--- src/rtl/osd_cfg_pkg.sv ---
// Constants for the on-screen-display configuration, PWM D/A and colour block.
// Assumes registers are reached as word slots whose index is the byte address / 4.
// How it works
// - Double width halves pixel rate; reset zero
// - Horizontal sync polarity bit selects active level
// - Vertical sync polarity bit selects active level
// - Rate field divides crystal by 8/4/2/1
// - D/A period spans 256 PWM clocks
// - Window shadow colour field, reset black
// - Character edge colour field, reset black
// - Colour-font bit remaps codes 240..255
// - Per-window shadow width 2/4/6/8 pixels
// - Per-window shadow height 2/4/6/8 lines
// - Encoder merges window, edge, dots, colour
// - Eight open-drain outputs, 8-bit duty each
// - Channel rising edges staggered half PWM clock
// - Upper nibble A enters test mode
// - Shared pin outputs flyback-synced 50/50 clock
// - Shadow enable turns on window shadow
package osd_cfg_pkg;
    // Register indices (byte address = index * 4)
    localparam logic [5:0] IDX_CTRL   = 6'h12;
    localparam logic [5:0] IDX_SHCOL  = 6'h13;
    localparam logic [5:0] IDX_FONT   = 6'h14;
    localparam logic [5:0] IDX_SHW    = 6'h15;
    localparam logic [5:0] IDX_SHH    = 6'h16;
    localparam logic [5:0] IDX_SHEN   = 6'h18;
    localparam logic [5:0] IDX_STAT   = 6'h19;
    localparam logic [5:0] IDX_TEST   = 6'h1f;
    localparam logic [5:0] IDX_DUTY0  = 6'h20;
    // Control byte fields
    localparam int CTRL_DAC_CLOCK_OUT = 5;
    localparam int CTRL_DWE   = 4;
    localparam int CTRL_HSP   = 3;
    localparam int CTRL_VSP   = 2;
    localparam int CTRL_RATE  = 0;
    // Shadow colour fields (low bit of each 3-bit group)
    localparam int SHCOL_WIN  = 4;
    localparam int SHCOL_CHR  = 0;
    // Reset values
    localparam logic [7:0] CTRL_RST  = 8'h40;
    localparam logic [7:0] SHCOL_RST = 8'h00;
    localparam logic [7:0] FONT_RST  = 8'h00;
    localparam logic [7:0] SHW_RST   = 8'h00;
    localparam logic [7:0] SHH_RST   = 8'h00;
    localparam logic [7:0] TEST_RST  = 8'h00;
    localparam logic [7:0] DUTY_RST  = 8'h00;
    localparam logic [3:0] SHEN_RST  = 4'h0;
    // Test entry nibble
    localparam logic [3:0] TEST_KEY  = 4'ha;
    // Crystal edges per half PWM clock at rate code 00
    localparam logic [3:0] HALF_DIV_MAX = 4'h8;
    // Colour font code range base
    localparam logic [7:0] COLOUR_FONT_SELECT_BASE = 8'hf0;
    // AHB transfer type bit marking an active transfer
    localparam int HTRANS_ACT = 1;
endpackage

--- src/rtl/pwm_dac_bank.sv ---
// Eight PWM D/A channels driven by half-period steps of the PWM clock.
// Assumes half_step pulses once per half PWM clock period, on hclk.
`timescale 1ns/1ps
module pwm_dac_bank
    import osd_cfg_pkg::*;
#(
    parameter int CHANNELS = 8
) (
    // Clock and reset
    input  wire logic                  hclk,
    input  wire logic                  hresetn,
    input  wire logic                  ce,
    // Timing
    input  wire logic                  half_step,
    // Duty values, channel k at bits 8k+7..8k
    input  wire logic [8*CHANNELS-1:0] dac_duty_regs,
    // Open-drain pins
    output logic [CHANNELS-1:0]        pwm_o,
    output logic [CHANNELS-1:0]        pwm_oe,
    // Shared count
    output logic [7:0]                 pwm_count
);
    // Elaboration guard on the channel count
    if (CHANNELS < 1 || CHANNELS > 256) begin : g_bad_channels
        $error("CHANNELS out of range");
    end

    logic [8:0]          half_cnt;       // Half-step count, upper 8 bits are PWM count
    logic [8:0]          next_half_cnt;
    logic [CHANNELS-1:0] drive_low;      // Registered low drive per channel
    logic [CHANNELS-1:0] next_drive_low;

    // Free-running count in half PWM clock steps
    always_comb begin
        next_half_cnt = half_cnt;
        if (half_step) begin
            next_half_cnt = half_cnt + 9'h001;
        end
    end

    // Per channel compare against its own shifted phase
    for (genvar k = 0; k < CHANNELS; k++) begin : g_ch
        logic [8:0] phase;               // Count delayed by k half steps
        assign phase = half_cnt - 9'(k);
        always_comb begin
            next_drive_low[k] = ~(phase[8:1] < dac_duty_regs[8*k +: 8]);
        end
    end

    // Register count and pin drive
    always_ff @(posedge hclk or negedge hresetn) begin
        if (!hresetn) begin
            half_cnt  <= 9'h000;
            drive_low <= {CHANNELS{1'b1}};
        end else if (ce) begin
            half_cnt  <= next_half_cnt;
            drive_low <= next_drive_low;
        end
    end

    assign pwm_o     = '0;                // Open drain only ever pulls low
    assign pwm_oe    = drive_low;
    assign pwm_count = half_cnt[8:1];
endmodule

--- src/rtl/colour_encoder.sv ---
// Merges window, shadow, edge and dot layers onto the three video outputs.
// Assumes layer inputs arrive aligned to the pixel enable on hclk.
`timescale 1ns/1ps
module colour_encoder
    import osd_cfg_pkg::*;
(
    // Clock and reset
    input  wire logic       hclk,
    input  wire logic       hresetn,
    input  wire logic       ce,
    input  wire logic       pix_en,
    // Layers
    input  wire logic       window_on,
    input  wire logic [2:0] window_rgb,
    input  wire logic       win_shadow_on,
    input  wire logic [2:0] win_shadow_rgb,
    input  wire logic       char_edge_on,
    input  wire logic [2:0] char_edge_rgb,
    input  wire logic       lum_dot,
    input  wire logic [2:0] char_rgb,
    input  wire logic       colour_font_on,
    input  wire logic [2:0] font_dots_rgb,
    // Video
    output logic            red_video_out,
    output logic            green_video_out,
    output logic            blue_video_out
);
    logic [2:0] rgb;       // Registered colour
    logic [2:0] next_rgb;

    // Layer priority: dots, edge, shadow, window, black
    always_comb begin
        next_rgb = rgb;
        if (pix_en) begin
            if (colour_font_on && (font_dots_rgb != 3'h0)) begin
                next_rgb = font_dots_rgb;
            end else if (lum_dot && !colour_font_on) begin
                next_rgb = char_rgb;
            end else if (char_edge_on) begin
                next_rgb = char_edge_rgb;
            end else if (win_shadow_on) begin
                next_rgb = win_shadow_rgb;
            end else if (window_on) begin
                next_rgb = window_rgb;
            end else begin
                next_rgb = 3'h0;
            end
        end
    end

    // Output register
    always_ff @(posedge hclk or negedge hresetn) begin
        if (!hresetn) begin
            rgb <= 3'h0;
        end else if (ce) begin
            rgb <= next_rgb;
        end
    end

    assign red_video_out   = rgb[2];
    assign green_video_out = rgb[1];
    assign blue_video_out  = rgb[0];
endmodule

--- src/rtl/osd_config_pwm_dac.sv ---
// Configuration register bank with PWM D/A, sync conditioning and colour encoder.
// Assumes an AHB-Lite master on hclk and asynchronous pins for crystal and syncs.
`timescale 1ns/1ps
module osd_config_pwm_dac
    import osd_cfg_pkg::*;
#(
    parameter int CHANNELS = 8
) (
    // Clock, reset, enable
    input  wire logic                hclk,
    input  wire logic                hresetn,
    input  wire logic                ce,
    // AHB-Lite slave
    input  wire logic                hsel,
    input  wire logic [31:0]         haddr,
    input  wire logic [1:0]          htrans,
    input  wire logic                hwrite,
    input  wire logic [2:0]          hsize,
    input  wire logic [31:0]         hwdata,
    input  wire logic                hready,
    output logic                     hreadyout,
    output logic [31:0]              hrdata,
    output logic                     hresp,
    // Asynchronous pins
    input  wire logic                crystal_clock_in,
    input  wire logic                hsync_in,
    input  wire logic                vsync_in,
    input  wire logic                horizontal_flyback_in,
    // Conditioned syncs
    output logic                     hsync_active,
    output logic                     vsync_active,
    // Half-tone / PWM clock shared pin
    input  wire logic                half_tone_in,
    output logic                     half_tone_out,
    output logic                     dac_clock_out,
    // PWM open-drain pins
    output logic [CHANNELS-1:0]      pwm_o,
    output logic [CHANNELS-1:0]      pwm_oe,
    // Pixel pacing and font map
    output logic                     pixel_enable,
    input  wire logic [7:0]          char_code,
    output logic                     font_colour_map,
    // Window shadow geometry, four bits per window
    output logic [15:0]              shadow_width_px,
    output logic [15:0]              shadow_height_ln,
    input  wire logic [3:0]          win_shadow_zone,
    // Colour layers
    input  wire logic                window_on,
    input  wire logic [2:0]          window_rgb,
    input  wire logic                char_edge_on,
    input  wire logic                lum_dot,
    input  wire logic [2:0]          char_rgb,
    input  wire logic [2:0]          font_dots_rgb,
    output logic                     red_video_out,
    output logic                     green_video_out,
    output logic                     blue_video_out,
    // Test
    output logic                     test_mode
);
    if (CHANNELS < 1 || CHANNELS > 32) begin : g_bad_channels
        $error("CHANNELS out of range");
    end

    // ---------------- Pin conditioning ----------------
    localparam int NPIN = 4;
    logic [NPIN-1:0] pin_raw;     // Raw pins
    logic [NPIN-1:0] pin_s1;      // First stage
    logic [NPIN-1:0] pin_s2;      // Second stage
    logic [NPIN-1:0] pin_s3;      // Third stage
    logic [NPIN-1:0] pin_lvl;     // Accepted level
    logic [NPIN-1:0] next_pin_lvl;

    assign pin_raw = {horizontal_flyback_in, vsync_in, hsync_in, crystal_clock_in};

    // Accept a level once the second and third stages agree
    for (genvar p = 0; p < NPIN; p++) begin : g_pin
        always_comb begin
            next_pin_lvl[p] = (pin_s2[p] == pin_s3[p]) ? pin_s3[p] : pin_lvl[p];
        end
    end

    // Synchroniser stages
    always_ff @(posedge hclk or negedge hresetn) begin
        if (!hresetn) begin
            pin_s1  <= '0;
            pin_s2  <= '0;
            pin_s3  <= '0;
            pin_lvl <= '0;
        end else if (ce) begin
            pin_s1  <= pin_raw;
            pin_s2  <= pin_s1;
            pin_s3  <= pin_s2;
            pin_lvl <= next_pin_lvl;
        end
    end

    logic xtal_edge;     // Either crystal edge
    logic flyback_rise;  // Flyback start
    assign xtal_edge    = next_pin_lvl[0] ^ pin_lvl[0];
    assign flyback_rise = next_pin_lvl[3] & ~pin_lvl[3];

    // ---------------- Register file ----------------
    logic [7:0]            ctrl;          // Rate, polarities, width, pin option
    logic [7:0]            shadow_colour_select;
    logic [7:0]            colour_font_enable;
    logic [7:0]            window_shadow_width;
    logic [7:0]            window_shadow_height;
    logic [7:0]            test_mode_byte;
    logic [3:0]            window_shadow_enable;
    logic [8*CHANNELS-1:0] dac_duty_regs;
    logic [7:0]            next_ctrl;
    logic [7:0]            next_shcol;
    logic [7:0]            next_font;
    logic [7:0]            next_shw;
    logic [7:0]            next_shh;
    logic [7:0]            next_test;
    logic [3:0]            next_shen;
    logic [8*CHANNELS-1:0] next_duty;
    logic                  wr_pend;       // Write data phase pending
    logic                  next_wr_pend;
    logic [5:0]            wr_idx;        // Index of pending write
    logic [5:0]            next_wr_idx;
    logic [31:0]           rd_data;       // Registered read data
    logic [31:0]           next_rd_data;
    logic                  take;          // Address phase accepted
    logic [5:0]            a_idx;         // Address phase index
    logic [7:0]            wbyte;         // Write byte
    logic [7:0]            pwm_count;     // Shared PWM count

    assign take  = hsel & htrans[HTRANS_ACT] & hready;
    assign a_idx = haddr[7:2];
    assign wbyte = hwdata[7:0];

    // Address phase capture and read mux
    always_comb begin
        next_wr_pend = 1'b0;
        next_wr_idx  = wr_idx;
        next_rd_data = rd_data;
        if (take) begin
            next_wr_pend = hwrite;
            next_wr_idx  = a_idx;
            next_rd_data = 32'h0000_0000;
            if (!hwrite) begin
                unique case (a_idx)
                    IDX_CTRL:  next_rd_data[7:0] = ctrl;
                    IDX_SHCOL: next_rd_data[7:0] = shadow_colour_select;
                    IDX_FONT:  next_rd_data[7:0] = colour_font_enable;
                    IDX_SHW:   next_rd_data[7:0] = window_shadow_width;
                    IDX_SHH:   next_rd_data[7:0] = window_shadow_height;
                    IDX_SHEN:  next_rd_data[3:0] = window_shadow_enable;
                    IDX_STAT:  next_rd_data[15:0] = {pwm_count, 4'h0, dac_clock_out,
                                                     vsync_active, hsync_active, test_mode};
                    default: begin
                        for (int c = 0; c < CHANNELS; c++) begin
                            if (a_idx == IDX_DUTY0 + 6'(c)) begin
                                next_rd_data[7:0] = dac_duty_regs[8*c +: 8];
                            end
                        end
                    end
                endcase
            end
        end
    end

    // Data phase write
    always_comb begin
        next_ctrl  = ctrl;
        next_shcol = shadow_colour_select;
        next_font  = colour_font_enable;
        next_shw   = window_shadow_width;
        next_shh   = window_shadow_height;
        next_test  = test_mode_byte;
        next_shen  = window_shadow_enable;
        next_duty  = dac_duty_regs;
        if (wr_pend) begin
            unique case (wr_idx)
                IDX_CTRL:  next_ctrl  = wbyte;
                IDX_SHCOL: next_shcol = wbyte & 8'h77;
                IDX_FONT:  next_font  = wbyte & 8'h01;
                IDX_SHW:   next_shw   = wbyte;
                IDX_SHH:   next_shh   = wbyte;
                IDX_SHEN:  next_shen  = wbyte[3:0];
                IDX_TEST:  next_test  = wbyte;
                default: begin
                    for (int c = 0; c < CHANNELS; c++) begin
                        if (wr_idx == IDX_DUTY0 + 6'(c)) begin
                            next_duty[8*c +: 8] = wbyte;
                        end
                    end
                end
            endcase
        end
    end

    // Register storage
    always_ff @(posedge hclk or negedge hresetn) begin
        if (!hresetn) begin
            ctrl                 <= CTRL_RST;
            shadow_colour_select <= SHCOL_RST;
            colour_font_enable   <= FONT_RST;
            window_shadow_width  <= SHW_RST;
            window_shadow_height <= SHH_RST;
            test_mode_byte       <= TEST_RST;
            window_shadow_enable <= SHEN_RST;
            dac_duty_regs        <= {CHANNELS{DUTY_RST}};
            wr_pend              <= 1'b0;
            wr_idx               <= 6'h00;
            rd_data              <= 32'h0000_0000;
        end else if (ce) begin
            ctrl                 <= next_ctrl;
            shadow_colour_select <= next_shcol;
            colour_font_enable   <= next_font;
            window_shadow_width  <= next_shw;
            window_shadow_height <= next_shh;
            test_mode_byte       <= next_test;
            window_shadow_enable <= next_shen;
            dac_duty_regs        <= next_duty;
            wr_pend              <= next_wr_pend;
            wr_idx               <= next_wr_idx;
            rd_data              <= next_rd_data;
        end
    end

    // Zero-wait slave, always OKAY
    assign hreadyout = 1'b1;
    assign hresp     = 1'b0;
    assign hrdata    = rd_data;

    // ---------------- Decoded configuration ----------------
    assign hsync_active = ~(pin_lvl[1] ^ ctrl[CTRL_HSP]);
    assign vsync_active = ~(pin_lvl[2] ^ ctrl[CTRL_VSP]);
    assign test_mode    = (test_mode_byte[7:4] == TEST_KEY);
    assign font_colour_map = colour_font_enable[0] && (char_code >= COLOUR_FONT_SELECT_BASE);

    // Shadow size is 2 * (code + 1) when enabled, else zero
    for (genvar w = 0; w < 4; w++) begin : g_win
        assign shadow_width_px[4*w +: 4] = window_shadow_enable[w] ?
            {1'b0, window_shadow_width[2*w +: 2], 1'b0} + 4'h2 : 4'h0;
        assign shadow_height_ln[4*w +: 4] = window_shadow_enable[w] ?
            {1'b0, window_shadow_height[2*w +: 2], 1'b0} + 4'h2 : 4'h0;
    end

    // ---------------- PWM clock divider ----------------
    logic [3:0] half_div;    // Crystal edges per half PWM clock
    logic [3:0] div_cnt;     // Edge count within half period
    logic [3:0] next_div_cnt;
    logic       pwm_clk;     // PWM clock level
    logic       next_pwm_clk;
    logic       half_step;   // Half PWM period boundary

    assign half_div  = HALF_DIV_MAX >> ctrl[CTRL_RATE +: 2];
    assign half_step = xtal_edge && (div_cnt + 4'h1 >= half_div) && !flyback_rise;

    // Divider steps on crystal edges, realigned at flyback
    always_comb begin
        next_div_cnt = div_cnt;
        next_pwm_clk = pwm_clk;
        if (flyback_rise) begin
            next_div_cnt = 4'h0;
            next_pwm_clk = 1'b0;
        end else if (half_step) begin
            next_div_cnt = 4'h0;
            next_pwm_clk = ~pwm_clk;
        end else if (xtal_edge) begin
            next_div_cnt = div_cnt + 4'h1;
        end
    end

    // Divider state
    always_ff @(posedge hclk or negedge hresetn) begin
        if (!hresetn) begin
            div_cnt <= 4'h0;
            pwm_clk <= 1'b0;
        end else if (ce) begin
            div_cnt <= next_div_cnt;
            pwm_clk <= next_pwm_clk;
        end
    end

    // ---------------- Shared pin and pixel pacing ----------------
    logic pin_out;       // Shared pin level
    logic next_pin_out;
    logic pix_phase;     // Double-width half-rate phase
    logic next_pix_phase;

    // Pin option select and half-rate toggle
    always_comb begin
        next_pin_out   = ctrl[CTRL_DAC_CLOCK_OUT] ? pwm_clk : half_tone_in;
        next_pix_phase = ~pix_phase;
        if (!ctrl[CTRL_DWE] || flyback_rise) begin
            next_pix_phase = 1'b1;
        end
    end

    // Pin and phase registers
    always_ff @(posedge hclk or negedge hresetn) begin
        if (!hresetn) begin
            pin_out   <= 1'b0;
            pix_phase <= 1'b1;
        end else if (ce) begin
            pin_out   <= next_pin_out;
            pix_phase <= next_pix_phase;
        end
    end

    assign half_tone_out = pin_out;
    assign dac_clock_out = pwm_clk;
    assign pixel_enable  = ~ctrl[CTRL_DWE] | pix_phase;

    // ---------------- Sub-blocks ----------------
    pwm_dac_bank #(
        .CHANNELS (CHANNELS)
    ) u_pwm (
        .hclk          (hclk),
        .hresetn       (hresetn),
        .ce            (ce),
        .half_step     (half_step),
        .dac_duty_regs (dac_duty_regs),
        .pwm_o         (pwm_o),
        .pwm_oe        (pwm_oe),
        .pwm_count     (pwm_count)
    );

    colour_encoder u_enc (
        .hclk           (hclk),
        .hresetn        (hresetn),
        .ce             (ce),
        .pix_en         (pixel_enable),
        .window_on      (window_on),
        .window_rgb     (window_rgb),
        .win_shadow_on  (|(win_shadow_zone & window_shadow_enable)),
        .win_shadow_rgb (shadow_colour_select[SHCOL_WIN +: 3]),
        .char_edge_on   (char_edge_on),
        .char_edge_rgb  (shadow_colour_select[SHCOL_CHR +: 3]),
        .lum_dot        (lum_dot),
        .char_rgb       (char_rgb),
        .colour_font_on (font_colour_map),
        .font_dots_rgb  (font_dots_rgb),
        .red_video_out  (red_video_out),
        .green_video_out(green_video_out),
        .blue_video_out (blue_video_out)
    );
endmodule

--- config.mk ---
export PLATFORM = sky130hd
export DESIGN_NAME = osd_config_pwm_dac
export DESIGN_NICKNAME = d
export VERILOG_FILES = /design/src/rtl/osd_cfg_pkg.sv /design/src/rtl/pwm_dac_bank.sv /design/src/rtl/colour_encoder.sv /design/src/rtl/osd_config_pwm_dac.sv
export SDC_FILE = /design/constraint.sdc
export NUM_CORES = 1
export LEC_CHECK = 0
export ABC_AREA = 1
export BUFFER_PORTS_ARGS = -buffer_cell sky130_fd_sc_hd__buf_2
export CAP_MARGIN = 20
export CORE_MARGIN = 2
export CORE_UTILIZATION = 35
export DETAILED_ROUTE_END_ITERATION = 16
export GPL_ROUTABILITY_DRIVEN = 0
export SYNTH_ARGS = -nofsm -noshare
export SYNTH_HDL_FRONTEND = slang
export SYNTH_SLANG_ARGS = --single-unit
--- constraint.sdc ---
create_clock -name hclk -period 2.7 [get_ports hclk]
set_input_delay 0.81 -clock hclk [delete_from_list [all_inputs] [get_ports hclk]]
set_output_delay 0.81 -clock hclk [all_outputs]
set_load 0.05 [all_outputs]
==> out/results.tsv <==
stage	metric	value	unit
global_route	GR Layer Usage met1	27.8	%
status	status	finished clean	
critical_path	Critical Path RT	1.89	ns
critical_path	CP Max Fanout	2	
timing	Hold Fails Final Rpt	0	
min_path	HP Class	in2async	
clock_network	Worst-path clk slew	0.08	ns
route	DRT Wirelength	30900	um
timing	post-layout min period	2.57	ns
route	DR vias/cell	4.90	
floorplanning	FP Rows	63	
layout	layout cells sized above 1	13.1	%
layout	P&R area growth vs syn	16.0	%
timing	Max Slew Vio Count	0	
critical_path	cells on worst reg2reg path	11	
critical_path	crit path capture type	primary output	
power	Gate power share	31.7	%
power	Reg power frac	37.1	%
synth	flops & latches, synth	169	
layout	Final #Nets	1715	
global_route	pin count of the biggest net entering global routing	121	
route	Routed wire per std cell	16.0	um
timing	Setup Total Neg Slack	0	ns
critical_path	FF-to-FF Start	u_pwm.half_cnt[0]	
critical_path	worst setup path start	test_mode_byte[4]	
power	Net Sw Frac	38.9	%
placement	buffers added on ports	103	
floorplanning	Initial Utilization	35.5	%
critical_path	Setup crit start kind	register	
global_route	total track usage	20.2	%
placement	placed cells	1903	
synth	post-synthesis sequential area ratio	40.3	%
route	drc violations	0	
power	Static Leak	6.30	nW
clock_network	Bufs on Longest Clock Path	2	
global_route	grt met3 use	3.08	%
global_route	total gr overflow	0	
clock_network	total CTS buffers	17	
timing	Max Fclk	389	MHz
floorplanning	Die X	177	um
clock_network	Hold-fix buffers, CTS	0	
clock_network	# resized after CTS	0	
layout	Layout Utilization	41.2	%
power	Power Dens Cells	655	mW/mm2
timing	max_slew headroom	49.0	%
layout	Cell Count, Final, Fillers Out	1936	
synth	synthesized area	0.0105	mm2
floorplanning	die area	0.0314	mm2
clock_network	root buf cell	clkbuf_16	
clock_network	postcts setup bufs	0	
clock_network	# clock sinks	169	
timing	post-route clock period utilization	95.3	%
critical_path	CP Class	reg2out	
clock_network	CTS tree	yes	
synth	Avg Cell Area, Syn	7.48	um2
power	net switching power	3.11	mW
global_route	global-route wire length before repair	48600	um
synth	Synthesis Warnings	0	
global_route	gr busiest metal	met2	
global_route	grt met2 use	32.5	%
floorplanning	core area	0.0296	mm2
power	maximum vdd drop	0.541	mV
power	P_int	4.88	mW
synth	cell count after synthesis	1406	
placement	hpwl dp	23400	um
clock_network	H-tree depth	4	
timing	Worst Tran Pin Value	0.764	ns
critical_path	CP arrival	1.76	ns
job	total of max-cap violations	0	
route	Detailed Routing Iterations Pass 1	5	
floorplanning	die height	177	um
floorplanning	io pins	196	
clock_network	Clock Latency Late Sink	0.45	ns
timing	Clock Skews	0.0115	ns
global_route	vias in the first global route	8967	
route	Antenna Violating Nets Remaining	0	
global_route	initial antenna violation count	1	
timing	Finish-stage setup viols	0	
synth	Synth cell types	32	
timing	RSZ-0062 raised after global routing	false	
route	DR vias	9479	
power	Clock power frac	31.2	%
route	initial drt markers	837	
power groups by stage:
stage	Sequential [mW]	Combinational, mW	Clock [mW]
floorplan	3.22	1.56	0
global placement	3.00	2.45	0
detailed placement	3.01	2.52	0
CTS	2.96	2.53	2.54
global route	2.99	2.85	2.66
finish	2.96	2.53	2.50
registers in the layout (all words and copies together), names as in the netlist, 4 cells and up:
signal	cells
u_pwm.half_cnt	9
pin_s1	4
wr_idx	6
hrdata	16
ctrl	8
shadow_colour_select	6
window_shadow_enable	4
window_shadow_width	8
div_cnt	4
pin_lvl	4
test_mode_byte	4
dac_duty_regs	64
pin_s2	4
u_pwm.pwm_oe	8
pin_s3	4
window_shadow_height	8
area by class of cell:
type,instances,area (um2)
diodes,1,2.50
clock buffers,17,425
clock inverters,15,186
fillers,3076,17400
inverters,173,649
multi-input cells,1021,5320
flip-flops and latches,169,4240
well taps,390,488
repair buffers,150,887
cells in the mapped netlist:
library cell	count	share of area (%)
o21ai_0	165	7.9
clkinv_1	1	0.036
inv_1	170	6.1
inv_2	2	0.071
conb_1	2	0.071
a32oi_1	1	0.083
o31ai_1	1	0.071
and3_1	2	0.12
nand2_1	425	15
o211ai_1	4	0.29
buf_2	9	0.43
nor4_1	4	0.24
nand3_1	66	3.1
a21oi_1	51	2.4
dfstp_2	10	2.5
dfrtp_1	159	38
a31oi_1	2	0.12
or2_2	4	0.24
o21a_1	5	0.36
nor3b_1	6	0.43
nand4_1	17	1.0
xor2_1	45	3.7
nor2_1	90	3.2
ha_1	79	9.4
nor3_1	8	0.38
o21bai_1	1	0.071
nor3_4	2	0.31
clkbuf_1	31	1.1
buf_4	35	2.5
xnor2_1	6	0.50
mux2_2	1	0.11
nor2_2	2	0.12
final timing paths:
check / to / slack (ns)
max in group asynchronous: pin_s2[1] / 1.76
min in group hclk: u_pwm.pwm_oe[2] / 0.47
worst min register to register: u_pwm.pwm_oe[2] / 0.47
worst max register to register: u_pwm.pwm_oe[5] / 0.17
worst min-delay path: hrdata[14] / 0.42
worst max-delay path: test_mode / 0.13
cell families after synthesis:
| group | synth area share [%] |
|---|---|
| compound gates | 11.3 |
| xor+xnor | 4.25 |
| fa+ha+maj | 9.40 |
| buf+inv | 10.2 |
| flops | 40.3 |
| mux | 0.107 |
| other cells | 0.0714 |
| simple gates | 24.4 |
per-stage QoR:
| stage | setup WS, ns | total power, mW | area (um2) | hold WS, ns |
|---|---|---|---|---|
| 4_1_cts | 0.171 | 8.03 | 12200 | 0.471 |
| 3_3_place_gp | 0.165 | 5.45 | 11600 | 0.456 |
| 5_1_grt | 0.00669 | 8.51 | 12200 | 0.484 |
| 2_1_floorplan | 0.387 | 4.78 | 10600 | 0.442 |
| 6_report | 0.128 | 7.99 | 12200 | 0.420 |
| 3_5_place_dp | 0.155 | 5.52 | 11600 | 0.460 |
cells in the final DEF, fill, tap and decap left out, types with 5 or more instances in the layout:
cell / n
ha_1: 79
dfrtp_1: 159
nand2_1: 425
nor3_1: 8
buf_2: 102
dfstp_2: 10
conb_1: 34
o21ai_0: 165
nand3_1: 66
clkbuf_16: 17
xnor2_1: 6
nor3b_1: 6
clkinv_8: 7
xor2_1: 45
nand4_1: 17
inv_1: 170
o21a_1: 5
a21oi_1: 51
nor2_1: 90
buf_4: 46
worst max-delay path, cell delays in order, from the launching register on:
cell	delay [ns]
dfrtp_1	0.39
nor3_1	0.55
buf_2	0.38
layer usage:
layer | vias to the layer above | wire (um)
met4 | 0 | 747
met3 | 43 | 1600
met2 | 262 | 14200
li1 | 4679 | -
met1 | 4495 | 14400
met5 | - | 0
Note: power is estimated with default switching activity, not from simulation.
